## src/design/aotc_cfg.svh

```systemverilog
// Purpose: constants for the converter output, test and clock config bank
// Assumes: 13-bit register addresses on the serial configuration port
// Notes:   masks clear the unused bits, which read back as zero
`ifndef AOTC_CFG_SVH
`define AOTC_CFG_SVH

`define AOTC_ADDR_GCS      13'h0009
`define AOTC_ADDR_DIV      13'h000B
`define AOTC_ADDR_TEST     13'h000D
`define AOTC_ADDR_OFFS     13'h0010
`define AOTC_ADDR_OMODE    13'h0014
`define AOTC_ADDR_PHASE    13'h0016
`define AOTC_ADDR_SDLY     13'h0017

`define AOTC_RST_GCS       8'h01
`define AOTC_RST_DIV       8'h00
`define AOTC_RST_TEST      8'h00
`define AOTC_RST_OFFS      8'h00
`define AOTC_RST_OMODE     8'h00
`define AOTC_RST_PHASE     8'h00
`define AOTC_RST_SDLY      8'h00

`define AOTC_MSK_GCS       8'h01
`define AOTC_MSK_DIV       8'h07
`define AOTC_MSK_TEST      8'h37
`define AOTC_MSK_OFFS      8'h3F
`define AOTC_MSK_OMODE     8'hF7
`define AOTC_MSK_PHASE     8'h87
`define AOTC_MSK_SDLY      8'h1F

`define AOTC_TEST_LONG_RST 5
`define AOTC_TEST_SHRT_RST 4
`define AOTC_OM_OE_N       4
`define AOTC_OM_INVERT     2
`define AOTC_PH_STB_INV    7

`define AOTC_CODE_MID      12'h800
`define AOTC_CODE_PFS      12'hFFF
`define AOTC_CODE_NFS      12'h000
`define AOTC_CODE_CHK      12'hAAA
`define AOTC_SEED_LONG     23'h7FFFFF
`define AOTC_SEED_SHRT     9'h1FF

`define AOTC_INSTR_LAST    5'h0F
`define AOTC_DATA_LAST     5'h07

`endif

```

## src/design/aotc_pkg.sv

```systemverilog
// Purpose: types for the converter output, test and clock config bank
// Assumes: nothing
// Notes:   pattern codes match the 3-bit test selector field
package aotc_pkg;

   typedef enum logic [2:0]
   {
      TP_OFF  = 3'h0,
      TP_MID  = 3'h1,
      TP_PFS  = 3'h2,
      TP_NFS  = 3'h3,
      TP_CHK  = 3'h4,
      TP_PNL  = 3'h5,
      TP_PNS  = 3'h6,
      TP_TOG  = 3'h7
   } aotc_pat_e;

   typedef enum logic [1:0]
   {
      FMT_OBIN  = 2'h0,
      FMT_TWOS  = 2'h1,
      FMT_GRAY  = 2'h2,
      FMT_OBIN2 = 2'h3
   } aotc_fmt_e;

   typedef enum logic [2:0]
   {
      SP_IDLE  = 3'b001,
      SP_INSTR = 3'b010,
      SP_DATA  = 3'b100
   } aotc_spi_e;

   typedef struct packed
   {
      aotc_pat_e sel;
      logic      rst_long;
      logic      rst_short;
   } aotc_tcfg_s;

   typedef struct packed
   {
      logic clk;
      logic cs_n;
      logic din;
   } aotc_spi_s;

endpackage

```

## src/design/aotc_pattern_gen.sv

```systemverilog
// Purpose: output test pattern source
// Assumes: pattern replaces converter data one clock after it is produced
// Notes:   pn generators run freely so a selector change picks up mid-stream
`timescale 1ns/10ps
module aotc_pattern_gen
(
   // clock and reset
   input  wire logic                clk_in,
   input  wire logic                reset_n_in,
   // configuration
   input  wire aotc_pkg::aotc_tcfg_s tcfg_in,
   // pattern
   output logic [11:0]              pat_out
);
   import aotc_pkg::*;
   `include "aotc_cfg.svh"

   logic [22:0] pn_long_r;
   logic [8:0]  pn_short_r;

   // long sequence x^23 + x^18 + 1, held at seed while its reset bit is set
   always_ff @(posedge clk_in or negedge reset_n_in)
   begin
      if (!reset_n_in)
         pn_long_r <= `AOTC_SEED_LONG;
      else if (tcfg_in.rst_long)
         pn_long_r <= `AOTC_SEED_LONG;
      else
         pn_long_r <= {pn_long_r[21:0], pn_long_r[22] ^ pn_long_r[17]};
   end

   // short sequence x^9 + x^5 + 1
   always_ff @(posedge clk_in or negedge reset_n_in)
   begin
      if (!reset_n_in)
         pn_short_r <= `AOTC_SEED_SHRT;
      else if (tcfg_in.rst_short)
         pn_short_r <= `AOTC_SEED_SHRT;
      else
         pn_short_r <= {pn_short_r[7:0], pn_short_r[8] ^ pn_short_r[4]};
   end

   always_ff @(posedge clk_in or negedge reset_n_in)
   begin
      if (!reset_n_in)
         pat_out <= 12'h000;
      else
      begin
         unique case (tcfg_in.sel)
            TP_OFF : pat_out <= 12'h000;
            TP_MID : pat_out <= `AOTC_CODE_MID;
            TP_PFS : pat_out <= `AOTC_CODE_PFS;
            TP_NFS : pat_out <= `AOTC_CODE_NFS;
            // first word after selection is the checker code
            TP_CHK : pat_out <= (pat_out == `AOTC_CODE_CHK) ?
                                ~`AOTC_CODE_CHK : `AOTC_CODE_CHK;
            TP_PNL : pat_out <= pn_long_r[11:0];
            TP_PNS : pat_out <= {pn_short_r[2:0], pn_short_r};
            TP_TOG : pat_out <= (pat_out == `AOTC_CODE_PFS) ?
                                `AOTC_CODE_NFS : `AOTC_CODE_PFS;
         endcase
      end
   end

   a_fixed_codes: assert property (@(posedge clk_in) disable iff (!reset_n_in)
      tcfg_in.sel inside {TP_MID, TP_PFS, TP_NFS} |=>
      pat_out == ($past(tcfg_in.sel) == TP_MID ? `AOTC_CODE_MID :
                  $past(tcfg_in.sel) == TP_PFS ? `AOTC_CODE_PFS :
                  `AOTC_CODE_NFS))
      else $error("fixed test code wrong");

   a_checker_alt: assert property (@(posedge clk_in) disable iff (!reset_n_in)
      (tcfg_in.sel == TP_CHK) [*2] |=>
      (pat_out == ~$past(pat_out)) && (pat_out inside {12'hAAA, 12'h555}))
      else $error("checkerboard does not alternate");

   a_word_toggle: assert property (@(posedge clk_in) disable iff (!reset_n_in)
      (tcfg_in.sel == TP_TOG) [*2] |=>
      (pat_out == ~$past(pat_out)) && (pat_out inside {12'hFFF, 12'h000}))
      else $error("word toggle wrong");

   c_pn_long: cover property (@(posedge clk_in) disable iff (!reset_n_in)
      (tcfg_in.sel == TP_PNL) [*4]);

endmodule

```

## src/design/aotc_top.sv

```systemverilog
// Purpose: output test pattern, data format and clock configuration bank
// Assumes: serial port pins sampled on CLK_IN; SPI clock well below CLK_IN
// Notes:   one byte per frame; writes take effect at the last data bit
// Summary of operation
// selector 000 off, 001 midscale, 010 positive, 011 negative full scale.
// 100 checkerboard, 101 long pn, 110 short pn, 111 ones/zeros toggle.
// any selected pattern replaces converter samples on the output pins.
// format 00/11 offset binary, 01 twos complement, 10 gray code.
// divider phase delayed by 0 to 7 input clock cycles.
// nonzero divide ratio forces duty-cycle stabilizer on.
`timescale 1ns/10ps
module aotc_top
(
   // clock and reset
   input  wire logic        CLK_IN,
   input  wire logic        RESET_N_IN,
   // serial configuration port
   input  wire logic        SPI_CLK_IN,
   input  wire logic        SPI_CS_N_IN,
   input  wire logic        SPI_DATA_IN,
   output logic             SPI_DATA_OUT,
   output logic             SPI_DATA_OE_N_OUT,
   // converter samples in, formatted data out
   input  wire logic [11:0] SAMPLE_IN,
   output logic [11:0]      DATA_OUT,
   output logic             DATA_OE_N_OUT,
   // clocking and trims
   output logic             DIV_STROBE_OUT,
   output logic             OUTPUT_DATA_STROBE_OUT,
   output logic             DCS_EN_OUT,
   output logic [4:0]       STROBE_DELAY_OUT,
   output logic [5:0]       OFFSET_TRIM_OUT
);
   import aotc_pkg::*;
   `include "aotc_cfg.svh"

   logic [7:0]  global_clock_stabilizer_r;
   logic [7:0]  clock_divide_ratio_r;
   logic [7:0]  output_test_pattern_r;
   logic [7:0]  converter_offset_trim_r;
   logic [7:0]  output_format_config_r;
   logic [7:0]  clock_phase_config_r;
   logic [7:0]  output_clock_delay_r;

   aotc_spi_s   spi_q_r;
   aotc_spi_e   spi_st_r;
   logic [4:0]  cnt_r;
   logic [14:0] ish_r;
   logic [7:0]  dsh_r;
   logic [7:0]  rsh_r;
   logic        rd_r;
   logic [12:0] addr_r;
   logic        rise;
   logic        fall;
   logic        cs_fall;

   aotc_tcfg_s  tcfg;
   logic [11:0] pat;
   logic [11:0] pre_fmt;
   logic [2:0]  div_cnt_r;
   logic        div_pulse_r;
   logic [7:0]  dly_line_r;
   logic        dly_pulse;

   function automatic logic [7:0] reg_read(input logic [12:0] a);
      unique case (a)
         `AOTC_ADDR_GCS   : reg_read = global_clock_stabilizer_r;
         `AOTC_ADDR_DIV   : reg_read = clock_divide_ratio_r;
         `AOTC_ADDR_TEST  : reg_read = output_test_pattern_r;
         `AOTC_ADDR_OFFS  : reg_read = converter_offset_trim_r;
         `AOTC_ADDR_OMODE : reg_read = output_format_config_r;
         `AOTC_ADDR_PHASE : reg_read = clock_phase_config_r;
         `AOTC_ADDR_SDLY  : reg_read = output_clock_delay_r;
         default          : reg_read = 8'h00;
      endcase
   endfunction

   function automatic logic [11:0] fmt_conv(input logic [11:0] v,
                                            input logic [7:0]  om);
      logic [11:0] r;
      r = v;
      unique case (aotc_fmt_e'(om[1:0]))
         FMT_OBIN, FMT_OBIN2 : r = v;
         FMT_TWOS            : r = {~v[11], v[10:0]};
         FMT_GRAY            : r = v ^ {1'b0, v[11:1]};
      endcase
      if (om[`AOTC_OM_INVERT])
         r = ~r;
      fmt_conv = r;
   endfunction

   // serial port: pins are synchronous, so one stage finds the edges
   assign rise    = spi_q_r.cs_n == 1'b0 && SPI_CLK_IN && !spi_q_r.clk;
   assign fall    = !SPI_CLK_IN && spi_q_r.clk;
   assign cs_fall = spi_q_r.cs_n && !SPI_CS_N_IN;

   always_ff @(posedge CLK_IN or negedge RESET_N_IN)
   begin
      if (!RESET_N_IN)
         spi_q_r <= '{clk: 1'b0, cs_n: 1'b1, din: 1'b0};
      else
         spi_q_r <= '{clk: SPI_CLK_IN, cs_n: SPI_CS_N_IN, din: SPI_DATA_IN};
   end

   always_ff @(posedge CLK_IN or negedge RESET_N_IN)
   begin
      if (!RESET_N_IN)
      begin
         spi_st_r <= SP_IDLE;
         cnt_r    <= 5'h00;
         ish_r    <= 15'h0000;
         dsh_r    <= 8'h00;
         rd_r     <= 1'b0;
         addr_r   <= 13'h0000;
      end
      else if (SPI_CS_N_IN)
      begin
         spi_st_r <= SP_IDLE;
         cnt_r    <= 5'h00;
         rd_r     <= 1'b0;
      end
      else
      begin
         unique case (spi_st_r)
            SP_IDLE :
               if (cs_fall)
                  spi_st_r <= SP_INSTR;
            SP_INSTR :
               if (rise)
               begin
                  ish_r <= {ish_r[13:0], SPI_DATA_IN};
                  cnt_r <= cnt_r + 5'h01;
                  if (cnt_r == `AOTC_INSTR_LAST)
                  begin
                     rd_r     <= ish_r[14];
                     addr_r   <= {ish_r[11:0], SPI_DATA_IN};
                     cnt_r    <= 5'h00;
                     spi_st_r <= SP_DATA;
                  end
               end
            SP_DATA :
               if (rise)
               begin
                  dsh_r <= {dsh_r[6:0], SPI_DATA_IN};
                  cnt_r <= cnt_r + 5'h01;
                  // single byte per frame; wait for chip select to rise
                  if (cnt_r == `AOTC_DATA_LAST)
                     spi_st_r <= SP_IDLE;
               end
         endcase
      end
   end

   // read data: first bit out as soon as the address is known
   always_ff @(posedge CLK_IN or negedge RESET_N_IN)
   begin
      if (!RESET_N_IN)
      begin
         rsh_r             <= 8'h00;
         SPI_DATA_OUT      <= 1'b0;
         SPI_DATA_OE_N_OUT <= 1'b1;
      end
      else if (SPI_CS_N_IN)
         SPI_DATA_OE_N_OUT <= 1'b1;
      else if (spi_st_r == SP_INSTR && rise && cnt_r == `AOTC_INSTR_LAST)
      begin
         rsh_r             <= reg_read({ish_r[11:0], SPI_DATA_IN}) << 1;
         SPI_DATA_OUT      <= (reg_read({ish_r[11:0], SPI_DATA_IN}) >> 7) !=
                              8'h00;
         SPI_DATA_OE_N_OUT <= !ish_r[14];
      end
      else if (spi_st_r == SP_DATA && fall && cnt_r != 5'h00)
      begin
         SPI_DATA_OUT <= rsh_r[7];
         rsh_r        <= {rsh_r[6:0], 1'b0};
      end
      else if (spi_st_r == SP_IDLE)
         SPI_DATA_OE_N_OUT <= 1'b1;
   end

   // register writes land on the eighth data bit
   always_ff @(posedge CLK_IN or negedge RESET_N_IN)
   begin
      if (!RESET_N_IN)
      begin
         global_clock_stabilizer_r <= `AOTC_RST_GCS;
         clock_divide_ratio_r      <= `AOTC_RST_DIV;
         output_test_pattern_r     <= `AOTC_RST_TEST;
         converter_offset_trim_r   <= `AOTC_RST_OFFS;
         output_format_config_r    <= `AOTC_RST_OMODE;
         clock_phase_config_r      <= `AOTC_RST_PHASE;
         output_clock_delay_r      <= `AOTC_RST_SDLY;
      end
      else if (spi_st_r == SP_DATA && rise && !rd_r &&
               cnt_r == `AOTC_DATA_LAST && !SPI_CS_N_IN)
      begin
         unique case (addr_r)
            `AOTC_ADDR_GCS   : global_clock_stabilizer_r <=
                                  {dsh_r[6:0], SPI_DATA_IN} & `AOTC_MSK_GCS;
            `AOTC_ADDR_DIV   : clock_divide_ratio_r <=
                                  {dsh_r[6:0], SPI_DATA_IN} & `AOTC_MSK_DIV;
            `AOTC_ADDR_TEST  : output_test_pattern_r <=
                                  {dsh_r[6:0], SPI_DATA_IN} & `AOTC_MSK_TEST;
            `AOTC_ADDR_OFFS  : converter_offset_trim_r <=
                                  {dsh_r[6:0], SPI_DATA_IN} & `AOTC_MSK_OFFS;
            `AOTC_ADDR_OMODE : output_format_config_r <=
                                  {dsh_r[6:0], SPI_DATA_IN} & `AOTC_MSK_OMODE;
            `AOTC_ADDR_PHASE : clock_phase_config_r <=
                                  {dsh_r[6:0], SPI_DATA_IN} & `AOTC_MSK_PHASE;
            `AOTC_ADDR_SDLY  : output_clock_delay_r <=
                                  {dsh_r[6:0], SPI_DATA_IN} & `AOTC_MSK_SDLY;
            default          : ;
         endcase
      end
   end

   // data path
   assign tcfg = '{sel:       aotc_pat_e'(output_test_pattern_r[2:0]),
                   rst_long:  output_test_pattern_r[`AOTC_TEST_LONG_RST],
                   rst_short: output_test_pattern_r[`AOTC_TEST_SHRT_RST]};

   aotc_pattern_gen u_pat
   (
      .clk_in     (CLK_IN),
      .reset_n_in (RESET_N_IN),
      .tcfg_in    (tcfg),
      .pat_out    (pat)
   );

   // the mux follows the live selector: off takes effect at once, a new pattern first shows the stale pattern word
   assign pre_fmt = (tcfg.sel == TP_OFF) ? SAMPLE_IN : pat;

   always_ff @(posedge CLK_IN or negedge RESET_N_IN)
   begin
      if (!RESET_N_IN)
      begin
         DATA_OUT      <= 12'h000;
         DATA_OE_N_OUT <= 1'b0;
      end
      else
      begin
         DATA_OUT      <= fmt_conv(pre_fmt, output_format_config_r);
         DATA_OE_N_OUT <= output_format_config_r[`AOTC_OM_OE_N];
      end
   end

   // divider: ratio field n divides by n+1
   always_ff @(posedge CLK_IN or negedge RESET_N_IN)
   begin
      if (!RESET_N_IN)
      begin
         div_cnt_r   <= 3'h0;
         div_pulse_r <= 1'b0;
      end
      else
      begin
         div_cnt_r   <= (div_cnt_r >= clock_divide_ratio_r[2:0]) ?
                        3'h0 : div_cnt_r + 3'h1;
         div_pulse_r <= div_cnt_r == 3'h0;
      end
   end

   always_ff @(posedge CLK_IN or negedge RESET_N_IN)
   begin
      if (!RESET_N_IN)
         dly_line_r <= 8'h00;
      else
         dly_line_r <= {dly_line_r[6:0], div_pulse_r};
   end

   // tap 0 is the undelayed pulse, tap n is n input clocks later
   assign dly_pulse = (clock_phase_config_r[2:0] == 3'h0) ? div_pulse_r :
                      dly_line_r[clock_phase_config_r[2:0] - 3'h1];

   always_ff @(posedge CLK_IN or negedge RESET_N_IN)
   begin
      if (!RESET_N_IN)
      begin
         DIV_STROBE_OUT         <= 1'b0;
         OUTPUT_DATA_STROBE_OUT <= 1'b0;
         DCS_EN_OUT             <= 1'b1;
         STROBE_DELAY_OUT       <= 5'h00;
         OFFSET_TRIM_OUT        <= 6'h00;
      end
      else
      begin
         DIV_STROBE_OUT         <= dly_pulse;
         OUTPUT_DATA_STROBE_OUT <= dly_pulse ^
                                   clock_phase_config_r[`AOTC_PH_STB_INV];
         DCS_EN_OUT             <= global_clock_stabilizer_r[0] ||
                                   clock_divide_ratio_r[2:0] != 3'h0;
         STROBE_DELAY_OUT       <= output_clock_delay_r[4:0];
         OFFSET_TRIM_OUT        <= converter_offset_trim_r[5:0];
      end
   end

   a_pattern_replaces: assert property (@(posedge CLK_IN)
      disable iff (!RESET_N_IN)
      tcfg.sel != TP_OFF |=>
      DATA_OUT == fmt_conv($past(pat), $past(output_format_config_r)))
      else $error("test pattern not on data pins");

   a_twos_format: assert property (@(posedge CLK_IN) disable iff (!RESET_N_IN)
      (tcfg.sel == TP_OFF && output_format_config_r[2:0] == 3'h1) |=>
      DATA_OUT == {~$past(SAMPLE_IN[11]), $past(SAMPLE_IN[10:0])})
      else $error("twos complement format wrong");

   a_obin_format: assert property (@(posedge CLK_IN) disable iff (!RESET_N_IN)
      (tcfg.sel == TP_OFF && output_format_config_r[2:0] inside {3'h0, 3'h3})
      |=> DATA_OUT == $past(SAMPLE_IN))
      else $error("offset binary format wrong");

   a_phase_three: assert property (@(posedge CLK_IN) disable iff (!RESET_N_IN)
      (clock_phase_config_r[2:0] == 3'h3) [*4] |=>
      DIV_STROBE_OUT == $past(div_pulse_r, 4))
      else $error("divider phase delay wrong");

   a_dcs_forced: assert property (@(posedge CLK_IN) disable iff (!RESET_N_IN)
      clock_divide_ratio_r[2:0] != 3'h0 |=> DCS_EN_OUT)
      else $error("stabilizer not forced on");

   c_reg_write: cover property (@(posedge CLK_IN) disable iff (!RESET_N_IN)
      $changed(output_test_pattern_r));

   c_read_frame: cover property (@(posedge CLK_IN) disable iff (!RESET_N_IN)
      !SPI_DATA_OE_N_OUT && spi_st_r == SP_DATA);

   c_gray_out: cover property (@(posedge CLK_IN) disable iff (!RESET_N_IN)
      output_format_config_r[1:0] == 2'h2 && tcfg.sel == TP_OFF);

endmodule

```

## config.mk

```make
export PLATFORM = sky130hd
export DESIGN_NAME = aotc_top
export DESIGN_NICKNAME = d
export VERILOG_FILES = /design/src/design/aotc_pkg.sv /design/src/design/aotc_pattern_gen.sv /design/src/design/aotc_top.sv
export VERILOG_INCLUDE_DIRS = /design/src /design/src/design
export SDC_FILE = /design/constraint.sdc
export NUM_CORES = 1
export LEC_CHECK = 0
export ABC_CLOCK_PERIOD_IN_PS = 3900
export BUFFER_PORTS_ARGS = -buffer_cell sky130_fd_sc_hd__buf_2
export CORE_MARGIN = 8
export CORE_UTILIZATION = 46
export DETAILED_ROUTE_END_ITERATION = 10
export GPL_ROUTABILITY_DRIVEN = 0
export SKIP_LAST_GASP = 1
export SLEW_MARGIN = 0
export SYNTH_ARGS = -nofsm -noshare
export SYNTH_HDL_FRONTEND = slang
export SYNTH_SLANG_ARGS = --single-unit
```

## constraint.sdc

```tcl
create_clock -name CLK_IN -period 3.9 [get_ports CLK_IN]
set_input_delay 0.195 -clock CLK_IN [delete_from_list [all_inputs] [get_ports CLK_IN]]
set_output_delay 0.195 -clock CLK_IN [all_outputs]
set_load 0.05 [all_outputs]
```

Word-level counts from Yosys, hierarchy flattened
Index checks and enable logic that the tools add are counted.
Cells by class
  $add $sub $neg: 3
  multiply operators: 0
  div/mod/pow operators: 0
  magnitude comparators: 2
  equal/unequal tests: 37
  shift-type cells: 0
  mux-type cells: 37
  bitwise logic cells: 8
  reductions and logical operators: 47
Operator list (count)
  == test 13 x 5 -> 1 bit (second input constant): 8
  case mux 12 bit (7 select lines): 1
  == test 13 x 4 -> 1 bit (second input constant): 6
  case mux 8 bit (7 select lines): 1
  2-to-1 mux 12 bit: 4
  case mux 12 bit (3 select lines): 1
  == test 12 bit (second input constant): 2
  2-to-1 mux 23 bit: 1
  2-to-1 mux 3 bit: 7
  2-to-1 mux 5 bit: 4
  != test 3 bit (second input constant): 6
  AND reduction 2 bit: 9
  2-to-1 mux 8 bit: 2
  == test 3 bit (second input constant): 5
  logical AND 1 bit: 12
  2-to-1 mux 1 bit: 12
  NOT 12 bit: 1
  AND reduction 3 bit: 4
  XOR 12 x 11 -> 12 bit: 1
  case mux 5 bit (2 select lines): 1
  == test 3 x 2 -> 1 bit (second input constant): 3
  logical NOT 3 bit: 3
  2-to-1 mux 9 bit: 1
  case mux 3 bit (3 select lines): 1
  22 further kinds: 38
Storage, ports and cells
  bits in registers: 170
  latch bits: 0
  RAM bits: 0
  ROM bits: 0
  logic and storage cells: 165
  memories kept: 0

Depth between registers and ports, before layout
Gate-level depths: netlist (run 1).
  word-level depth: 8
  mapped depth: 8
  depth with buffers taken out: 7

Cells and area by module
A second synthesis (run 1) with hierarchy kept.
Second synthesis, totals
  cell total of the unflattened synthesis: 617
  area, all modules: 7598.5 um2
By module, submodules not included
  aotc_top: times used 1, cells an instance 489, area an instance 5904.4 um2, seq. area each 3134.3 um2
  aotc_pattern_gen: times used 1, cells an instance 128, area an instance 1694.1 um2, seq. area each 1141.1 um2

Worst setup path after synthesis (run 1)
Ideal clock, no wire load.
  kind: flip-flop to flip-flop
  from: register spi_st_r[0]
  to: register output_format_config_r[0]
  arrival: 2505 ps
  data required time: 3775 ps
  path slack: 1270 ps
  cell stages (with the launch flop): 7
  path buffers: 1
  period minus slack after synthesis: 2630 ps
  path through: dfstp_2 -> clkbuf_2 -> or4b_1 -> or4_4 -> or3_4 -> nor2_2 -> mux2_2
Between the ends
  word-level cells in the longest chain between the ends: 6
Ends and longest elaborated chain
  start, declared: RTL line aotc_top.sv:46  | aotc_spi_e spi_st_r;
  start signal, assigned: RTL line aotc_top.sv:109  | spi_st_r <= SP_IDLE;
  start signal, assigned: RTL line aotc_top.sv:118  | spi_st_r <= SP_IDLE;
  start signal, assigned: RTL line aotc_top.sv:127  | spi_st_r <= SP_INSTR;
  == test 3 bit: RTL line aotc_top.sv:194  | else if (spi_st_r == SP_DATA && rise && !rd_r &&
  logical AND 1 bit (2 in a row): RTL line aotc_top.sv:194
  logical AND 1 bit (no source line)
  logical AND 1 bit: RTL line aotc_top.sv:194
  AND reduction 2 bit (no source line)
  end signal, assigned: RTL line aotc_top.sv:190  | output_format_config_r <= `AOTC_RST_OMODE;
  end signal, assigned: RTL line aotc_top.sv:206  | `AOTC_ADDR_OMODE : output_format_config_r <=
  end, declared: RTL line aotc_top.sv:41  | logic [7:0] output_format_config_r;
Every way passes these cells.
A chain may end at the register's enable or synchronous reset.

Worst setup path after layout (run 1)
  from: register spi_st_r[1]
  to: register clock_phase_config_r[1]
Between the ends
  word-level cells in the longest chain between the ends: 6
Ends and longest elaborated chain
  == test 3 bit: RTL line aotc_top.sv:194
  logical AND 1 bit (2 in a row): RTL line aotc_top.sv:194
  logical AND 1 bit (no source line)
  logical AND 1 bit: RTL line aotc_top.sv:194
  AND reduction 2 bit (no source line)
  end signal, assigned: RTL line aotc_top.sv:191  | clock_phase_config_r <= `AOTC_RST_PHASE;
  end signal, assigned: RTL line aotc_top.sv:208  | `AOTC_ADDR_PHASE : clock_phase_config_r <=
  end, declared: RTL line aotc_top.sv:42  | logic [7:0] clock_phase_config_r;
Every way passes these cells.

==> results.md, run 1 <==
* Outcome: completed
* Vias in the first global route at 4,959
* Final HPWL from detailed placement at 10,700 µm
* Yosys top cell by area: dfrtp_1
* Crit path depth at 5
* Post-Syn Nets at 640
* Avg Cell Area, Syn at 12.3 µm²
* Io pins at 46
* Sequential area share after synthesis at 56.7%
* Setup Skew at 0.00685 ns
* First-pass GRT wire length at 25,600 µm
* Main flop type after synthesis: dfrtp_1
* Worst VDD drop at 0.000311 V
* Post-synth cell types at 59
* Clock period minus worst slack at 2.89 ns
* Async SR Flop Fraction at 100%
* Wire per inst at 17.5 µm
* Area share of the largest cell type after synthesis at 43.8%
* EDFF count, synth at 0
* CP cell instances: or4b_1, or4_4, or3_4, nor2_1, mux2_2
* WS Path Type: reg2reg
* Max-cap violations at 0
* GRT Total Usage at 16.0%
* Most frequent cells after synthesis: 132 x dfrtp_1, 76 x mux2_2, 37 x dfstp_2, 30 x or2_2
* Final ANT Viol Nets at 0
* CP arrival at 3.18 ns
* Hold Crit Class: in2reg
* NumNets Final at 681
* CTS sink cnt at 169
* Final Max Tran Viols at 0
* Worst-margin pin slew at 1.00 ns
* FF-to-FF End: clock_phase_config_r[1]
* Later-pin clock latency in the skew report at 0.42 ns
* Die X-Extent at 144 µm
* Share of layout cells above drive strength 1 at 34.4%
* Row cnt at 47
* Top post-synthesis cells by area: dfrtp_1 44%, dfstp_2 13%, mux2_2 11%
* Inserted Clock Buffers at 17
* Reg2reg start: spi_st_r[1]
* RSZ-0062 raised after global routing: no
* Syn Inst Count at 612
* Final Hold Viols at 0
* Critical Path Max Stage Delay at 0.59 ns
* Fin Setup TNS at 0 ns
* Flops & latches, synth at 169
* Leakage Power at 4.08 nW
* Cell family with most CP delay: simple AND/OR/NAND/NOR gates
* Worst r2r path cells at 5
* Gr ovfl total at 0
* CTS root buffer: clkbuf_16
* FF-to-FF setup slack at 1.01 ns
* Layout fillers at 1,426
* 1st-iter DRT viols at 303
* Total power per unit cell area at 418 nW/µm²
* CP Max Fanout at 10
* Antenna violations before repair at 0
* Slowest stage cell, crit path: or4b_1
* Area Growth Syn to Fin at 13.3%
* YS warnings at 0
* Crit path from: spi_st_r[1]
* Die height at 144 µm
* Top-count cell post-synth: dfrtp_1
* Starting density of the core at 46.3%
* Clock transition at path regs at 0.06 ns
* Clk buf depth at 2
* Diodes inserted at 0
* Worst setup path end: clock_phase_config_r[1]
* Die ar. at 20,700 µm²
* Total Routed Length at 15,500 µm
* Total power at 3.57 mW
* Finished Cell Area at 8540 µm²
* CP bufs+invs at 0
* Via density at 5.44
* Endpoint type of the worst setup path: flop
* Residual DRC at 0
* Port Buf Inserts at 45
* Depth of the CTS H-tree at 4
* Crit share post-route at 74.0%
* Drt pass-1 iters at 4
* Fmax at 346 MHz
* Core area at 16,300 µm²
* Detailed-route via count at 4,823
* CTS tree: done
* Rel. slew slack at 33.2%
* Startpoint Class: flop
* Netlist Area Pre-Place at 7540 µm²
* Pin count of the biggest net entering global routing at 115
* Critical Path RT at 4.20 ns
* Setup Viol. Count Final at 0
* Placed inst area at 7960 µm²
## report_power, final
part	switching (mW)	internal (mW)
logic	0.116	0.0625
registers	0.0466	1.78
clock network	0.649	0.921
## worst min path at each step
stage / start / end / slack (ns) / cells past startpoint
after global placement: SPI_CLK_IN / spi_q_r[2] / 0.33 / 1
after global routing: SPI_DATA_IN / global_clock_stabilizer_r[0] / 0.29 / 2
after CTS: SAMPLE_IN[11] / DATA_OUT[11] / 0.24 / 4
final: SAMPLE_IN[11] / DATA_OUT[11] / 0.25 / 4
after floorplan: RESET_N_IN / DATA_OE_N_OUT / -0.10 / 0
after detailed placement: SPI_CLK_IN / spi_q_r[2] / 0.34 / 1
## repair_timing
action / CTS / global route
endpoints found under the hold margin: 98 / 0
gates resized for setup: 0 / 0
hold buffers: 3 / 0
buffers inserted: 0 / 0
## through the flow
stage               hold slack [ns]  std cells  worst slack, ns  utilization [%]
CTS                           0.238        886             1.04             52.4
floorplan                    -0.101        612             1.27                -
global route                  0.290        886            0.895             52.4
global placement              0.333        851             1.16             48.9
detailed placement            0.338        851             1.04             48.9
finish                        0.251        886             1.01             52.4
## final cells by class
class                      instances  area [µm²]  area share [%]
timing repair buffer              52         292            3.41
clock inverter                     9        72.6           0.850
sequential                       169        4280            50.1
clock buffer                      23         478            5.60
tap                              220         275            3.22
multi-input combinational        397        3090            36.2
inverter                          16        60.1           0.703
## worst reg2reg max path: stages, from the launching register on
cell and delay, ns:
dfrtp_1 0.49, or4b_1 0.60, or4_4 0.52, or3_4 0.39, nor2_1 0.38, mux2_2 0.39
## sequential cells by signal, indices dropped and copies added (netlist names), 7 cells and up
signal and flops:
DATA_OUT 12, addr_r 13, dly_line_r 8, dsh_r 7, ish_r 15, output_format_config_r 7
rsh_r 7, u_pat.pat_out 12, u_pat.pn_long_r 23, u_pat.pn_short_r 9
## cells in the final DEF, fill, tap and decap left out, types with 3 or more instances in the layout
cell / Yosys / routed
o211ai_1: 11 / 11
buf_2: 3 / 44
nand2b_1: 8 / 8
nor3_1: 8 / 7
a21oi_1: 6 / 6
o21ai_0: 20 / 20
a21o_1: 3 / 3
nor4b_1: 3 / 3
mux2_2: 76 / 76
dfstp_2: 37 / 37
ha_1: 11 / 11
o21a_1: 4 / 4
xnor2_1: 3 / 3
a211o_1: 4 / 4
nor2b_1: 6 / 6
nor3b_1: 9 / 9
dlygate4sd3_1: 0 / 3
a22o_1: 3 / 3
xor2_1: 15 / 15
nand4_1: 6 / 6
mux2i_1: 27 / 27
buf_4: 0 / 4
clkbuf_8: 0 / 3
clkbuf_16: 0 / 17
a31oi_1: 4 / 4
nand3_1: 27 / 27
clkinv_2: 0 / 6
inv_1: 16 / 16
nor2_1: 24 / 24
dfrtp_1: 132 / 132
and3_1: 4 / 4
nand2_1: 23 / 23
clkbuf_1: 22 / 3
nand3b_1: 11 / 11
and2_1: 9 / 9
or2_2: 30 / 30
nor4_1: 4 / 4
## per-layer routing
metal / GRT usage (%) / vias to the layer above / routed length, µm
met1: 21.6 / 2459 / 7430
met4: 6.31 / 0 / 217
met5: 0 / - / 0
met3: 3.43 / 17 / 591
met2: 24.7 / 90 / 7250
li1: - / 2257 / -
## logic make-up after synthesis
group	synth area share, %
flip-flops	56.7
XOR/XNOR	2.09
AO/OA/AOI/OAI	6.89
multiplexers	15.5
adder cells (fa/ha/maj)	1.83
AND/OR/NAND/NOR	14.6
buffers and inverters	2.36
Note: power is estimated with default switching activity, not from simulation.
==> run 2: changes to the inputs <==
Settings changed: ABC_CLOCK_PERIOD_IN_PS 3900 to 2700.
Clock period 3.9 ns to 2.7 ns, I/O delays scaled along.
==> results.md, run 2 (same netlist as run 1, synthesis figures left out) <==
* Outcome: completed (unchanged)
* CTS sink cnt at 169 (unchanged)
* Clk buf depth at 2 (unchanged)
* Final Util at 53.5% (was 52.4%)
* CP Max Fanout at 7 (was 10)
* GRT Total Usage at 15.9% (was 16.0%)
* Share of layout cells above drive strength 1 at 36.4% (was 34.4%)
* WHS at 0.190 ns (was 0.251 ns)
* Core area at 16,300 µm² (unchanged)
* Max FFs per register at 23 (unchanged)
* Leakage Power at 4.17 nW (was 4.08 nW)
* Total Routed Length at 15,600 µm (was 15,500 µm)
* Startpoint Class: flop (unchanged)
* Clock transition at path regs at 0.06 ns (about the same)
* Clock period minus worst slack at 2.65 ns (was 2.89 ns)
* Most frequent cells in the layout: 132 x dfrtp_1, 76 x mux2_2, 44 x buf_2 (unchanged)
* Final Hold Viols at 0 (unchanged)
* First-pass GRT wire length at 25,500 µm (was 25,600 µm)
* Io pins at 46 (unchanged)
* Reg2reg start: spi_st_r[1] (unchanged)
* Crit path from: spi_st_r[1] (unchanged)
* Max-cap violations at 0 (unchanged)
* RSZ-0062 raised after global routing: yes (was no)
* Crit share post-route at 98.3% (was 74.0%)
* Setup repair bufs after CTS at 0 (unchanged)
* Area Growth Syn to Fin at 15.7% (was 13.3%)
* Antenna violations before repair at 0 (unchanged)
* Hold_sp: SAMPLE_IN[11] (unchanged)
* Layout fillers at 1,414 (was 1,426)
* Setup Viol. Count Final at 0 (unchanged)
* Row cnt at 47 (unchanged)
* Die X-Extent at 144 µm (unchanged)
* CTS tree: done (unchanged)
* NumNets Final at 697 (was 681)
* Hold Crit Class: in2reg (unchanged)
* Vias in the first global route at 4,874 (was 4,959)
* Final Max Tran Viols at 0 (unchanged)
* Via density at 5.45 (was 5.44)
* Total power per unit cell area at 609 nW/µm² (was 418 nW/µm²)
* FF-to-FF setup slack at 0.05 ns (was 1.01 ns)
* Setup Skew at 0.00832 ns (was 0.00685 ns)
* Worst setup path end: output_format_config_r[5] (was clock_phase_config_r[1])
* CP arrival at 2.96 ns (was 3.18 ns)
* Commonest non-fill, non-tap cell in the layout: dfrtp_1 (unchanged)
* Inserted Clock Buffers at 17 (unchanged)
* Gr ovfl total at 0 (unchanged)
* Detailed-route via count at 4,916 (was 4,823)
* Worst r2r path cells at 5 (unchanged)
* Drt pass-1 iters at 5 (was 4)
* CTS root buffer: clkbuf_16 (unchanged)
* Diodes inserted at 0 (unchanged)
* Endpoint type of the worst setup path: flop (unchanged)
* FF-to-FF End: output_format_config_r[5] (was clock_phase_config_r[1])
* Biggest register: u_pat.pn_long_r (unchanged)
* Depth of the CTS H-tree at 4 (unchanged)
* Pin count of the biggest net entering global routing at 66 (was 115)
* Die ar. at 20,700 µm² (unchanged)
* Critical Path RT at 3.00 ns (was 4.20 ns)
* Final ANT Viol Nets at 0 (unchanged)
* Residual DRC at 0 (unchanged)
* Worst-margin pin slew at 0.720 ns (was 1.00 ns)
* Total power at 5.31 mW (was 3.57 mW)
* Post-Place Setup Slack at 0.0120 ns (was 1.04 ns)
* Rel. slew slack at 51.8% (was 33.2%)
* Fmax at 377 MHz (was 346 MHz)
* Worst VDD drop at 0.000463 V (was 0.000311 V)
* Setup ws final at 0.0455 ns (was 1.01 ns)
* Port Buf Inserts at 45 (unchanged)
* Wire per inst at 17.3 µm (was 17.5 µm)
* Later-pin clock latency in the skew report at 0.42 ns (about the same)
* WS Path Type: reg2reg (unchanged)
* Final HPWL from detailed placement at 11,100 µm (was 10,700 µm)
* Largest regs: u_pat.pn_long_r x23, ish_r x15, addr_r x13 (unchanged)
* Starting density of the core at 46.3% (unchanged)
* 1st-iter DRT viols at 294 (was 303)
* Die height at 144 µm (unchanged)
## run 2: through the flow
stage	area, µm²	TNS [ns]	std cells
finish	8720	0	902
global route	8720	-0.220	902
CTS	8720	0	902
detailed placement	8090	0	867
global placement	8090	0	867
floorplan	7540	0	612
## run 2: worst min path at each step
stage	depth (start not counted)	slack [ns]	end
after floorplan	0	-0.16	DATA_OE_N_OUT
after global placement	1	0.15	dly_line_r[4]
after detailed placement	1	0.15	dly_line_r[2]
after CTS	4	0.18	DATA_OUT[11]
after global routing	4	0.23	DATA_OUT[11]
final	4	0.19	DATA_OUT[11]
## run 2: area by class of cell
| type | count | area, µm² | share of cell area, % |
|---|---|---|---|
| Sequential cell | 169 | 4280 | 49.0 |
| Multi-Input combinational cell | 397 | 3090 | 35.5 |
| Clock buffer | 22 | 474 | 5.44 |
| Timing Repair Buffer | 68 | 424 | 4.86 |
| Tap cell | 220 | 275 | 3.16 |
| Clock inverter | 10 | 119 | 1.36 |
| Inverter | 16 | 60.1 | 0.689 |
## run 2: critical path, cell delays in order, from the launching register on
cell and delay, ns:
dfrtp_1 0.39, or4b_4 0.53, or4_4 0.51, or3_4 0.40, nor2_2 0.33, mux2_2 0.38
## run 2: metal layers
layer  up-vias  share of wire [%]  track usage (%)
li1       2299                  -                -
met1      2473                 46             21.6
met2       116                 47             24.4
met3        28                4.7             3.14
met4         0                2.4             6.86
met5         -                  0                0
## run 2: report_power, final
group	internal (mW)	switching, mW
clock network	1.44	0.967
registers	2.57	0.0357
logic	0.105	0.201
total	4.11	1.20
## run 2: timing repair
item                       CTS  global route
resized for setup            0             1
setup endpoints to repair    0            16
hold buffers                 3             0
hold endpoints to repair    56             0
==> run 3: changes to the inputs <==
Settings changed: ABC_CLOCK_PERIOD_IN_PS 2700 to 3000.
Clock period 2.7 ns to 3 ns, I/O delays scaled along.
==> results.md, run 3 (same netlist as run 1, synthesis figures left out) <==
* Diodes inserted at 0 (unchanged)
* Final ANT Viol Nets at 0 (unchanged)
* Gr ovfl total at 0 (unchanged)
* Crit path from: spi_st_r[2] (was spi_st_r[1])
* Max FFs per register at 23 (unchanged)
* Via density at 5.37 (was 5.45)
* Switching part of the total at 22.3% (was 22.7%)
* Biggest register: u_pat.pn_long_r (unchanged)
* Final Util at 53.1% (was 53.5%)
* Final HPWL from detailed placement at 10,800 µm (was 11,100 µm)
* Comb pwr share at 5.8% (about the same)
* 1st-iter DRT viols at 334 (was 294)
* Most frequent cells in the layout: 132 x dfrtp_1, 76 x mux2_2, 44 x buf_2 (unchanged)
* Share of layout cells above drive strength 1 at 35.4% (was 36.4%)
* Setup repair bufs after CTS at 0 (unchanged)
* Setup Skew at 0.00665 ns (was 0.00832 ns)
* Final Max Tran Viols at 0 (unchanged)
* Starting density of the core at 46.3% (unchanged)
* Rel. slew slack at 47.8% (was 51.8%)
* Critical Path RT at 3.31 ns (was 3.00 ns)
* Leakage Power at 4.14 nW (was 4.17 nW)
* Clk buf depth at 2 (unchanged)
* Reg2reg start: spi_st_r[2] (was spi_st_r[1])
* Wire per inst at 17.3 µm (about the same)
* RSZ-0062 raised after global routing: no (was yes)
* Crit path depth at 5 (unchanged)
* Total power per unit cell area at 558 nW/µm² (was 609 nW/µm²)
* CTS tree: done (unchanged)
* Residual DRC at 0 (unchanged)
* CP Max Fanout at 10 (was 7)
* Crit share post-route at 91.7% (was 98.3%)
* WHS at 0.209 ns (was 0.190 ns)
* Worst-margin pin slew at 0.781 ns (was 0.720 ns)
* CP arrival at 3.06 ns (was 2.96 ns)
* Slowest stage cell, crit path: or4_4 (was or4b_4)
* CTS sink cnt at 169 (unchanged)
* Total power at 4.83 mW (was 5.31 mW)
* Row cnt at 47 (unchanged)
* Top routing layer in use: met4 (unchanged)
* Worst VDD drop at 0.000406 V (was 0.000463 V)
* Setup Viol. Count Final at 0 (unchanged)
* Drt pass-1 iters at 4 (was 5)
* WS Path Type: reg2reg (unchanged)
* Fin Setup TNS at 0 ns (unchanged)
* Fmax at 363 MHz (was 377 MHz)
* Die ar. at 20,700 µm² (unchanged)
* CP cell instances: or4b_1, or4_4, or3_4, nor4_4, mux2_2 (was or4b_4, or4_4, or3_4, nor2_2, mux2_2)
* Clock transition at path regs at 0.06 ns (about the same)
* Worst r2r path cells at 5 (unchanged)
* Later-pin clock latency in the skew report at 0.42 ns (about the same)
* Metal3 WL at 684 µm (was 740 µm)
* Final Hold Viols at 0 (unchanged)
* Commonest non-fill, non-tap cell in the layout: dfrtp_1 (unchanged)
* Startpoint Class: flop (unchanged)
* Max-cap violations at 0 (unchanged)
* Core area at 16,300 µm² (unchanged)
* Finished Cell Area at 8650 µm² (was 8720 µm²)
* Hold Crit Class: in2reg (unchanged)
* Met1 Wirelength at 7240 µm (was 7220 µm)
* Largest regs: u_pat.pn_long_r x23, ish_r x15, addr_r x13 (unchanged)
* Endpoint type of the worst setup path: flop (unchanged)
* Critical Path Max Stage Delay at 0.52 ns (was 0.53 ns)
* Depth of the CTS H-tree at 4 (unchanged)
* Outcome: completed (unchanged)
* Clock power share at 45.9% (was 45.3%)
* NetSw at 1.08 mW (was 1.20 mW)
* Io pins at 46 (unchanged)
* Pin count of the biggest net entering global routing at 80 (was 66)
* Clock period minus worst slack at 2.75 ns (was 2.65 ns)
* Placed inst area at 8020 µm² (was 8090 µm²)
* CP bufs+invs at 0 (unchanged)
* Vias in the first global route at 4,913 (was 4,874)
* GRT Total Usage at 16.0% (was 15.9%)
* FF-to-FF End: output_clock_delay_r[3] (was output_format_config_r[5])
* Total Routed Length at 15,400 µm (was 15,600 µm)
* FF-to-FF setup slack at 0.25 ns (was 0.05 ns)
* Die X-Extent at 144 µm (unchanged)
* Detailed-route via count at 4,787 (was 4,916)
* Int Power at 3.75 mW (was 4.11 mW)
* Cell family with most CP delay: simple AND/OR/NAND/NOR gates (unchanged)
* NumNets Final at 687 (was 697)
* Worst setup path end: output_clock_delay_r[3] (was output_format_config_r[5])
* First-pass GRT wire length at 25,700 µm (was 25,500 µm)
* Area Growth Syn to Fin at 14.8% (was 15.7%)
* Antenna violations before repair at 0 (unchanged)
* CTS root buffer: clkbuf_16 (unchanged)
* Port Buf Inserts at 45 (unchanged)
* Routed met2 length at 7340 µm (was 7270 µm)
* Hold_sp: SAMPLE_IN[11] (unchanged)
* Die height at 144 µm (unchanged)
* Inserted Clock Buffers at 17 (unchanged)
* Seq pwr share at 48.4% (was 49.0%)
run 3: cell count changes in the layout (fill, tap and decap cells not counted):
cell / before / now
clkbuf_1: 2 / 1
buf_4: 19 / 9
or4b_1: 0 / 1
clkinv_4: 3 / 1
clkinvlp_4: 3 / 2
clkinv_2: 2 / 5
or4b_4: 1 / 0
inv_6: 0 / 1
bufinv_16: 2 / 3
clkbuf_8: 3 / 2
run 3: repair_timing:
action	CTS	global route
hold buffers	3	0
gates resized for setup	0	0
hold endpoints to repair	59	0
run 3: power groups by stage:
| stage | Combinational, mW | Sequential [mW] | Clock (mW) |
|---|---|---|---|
| finish | 0.278 | 2.34 | 2.22 |
| global route | 0.307 | 2.34 | 2.38 |
| CTS | 0.282 | 2.33 | 2.27 |
| detailed placement | 0.277 | 2.37 | 0 |
| global placement | 0.271 | 2.37 | 0 |
| floorplan | 0.137 | 2.40 | 0 |
run 3: layout make-up:
class / count / area (µm²)
fill: 1397 / 7640
sequential: 169 / 4280
multi-input combinational: 397 / 3090
clock buffer: 20 / 457
timing repair buffer: 58 / 349
tap: 220 / 275
clock inverter: 12 / 148
inverter: 16 / 60.1
run 3: worst min path at each step:
stage	cells past startpoint	slack, ns	end
after floorplan	0	-0.15	DATA_OE_N_OUT
after global placement	1	0.22	dly_line_r[5]
after detailed placement	1	0.23	dly_line_r[2]
after CTS	4	0.19	DATA_OUT[11]
after global routing	2	0.23	global_clock_stabilizer_r[0]
final	4	0.21	DATA_OUT[11]
run 3: through the flow:
step / cells / setup slack (ns)
global route: 892 / 0.122
detailed placement: 857 / 0.261
finish: 892 / 0.248
global placement: 857 / 0.350
CTS: 892 / 0.255
floorplan: 612 / 0.370
run 3: tightest hold or removal path, cell delays in order:
cell     delay, ns
buf_2         0.08
mux2i_1       0.11
a21oi_1       0.18
xor2_1        0.08
run 3: layer usage:
metal	up-vias	GRT usage, %
met2	83	24.6
met3	13	3.99
met5	-	0
met1	2413	21.8
li1	2278	-
met4	0	5.04
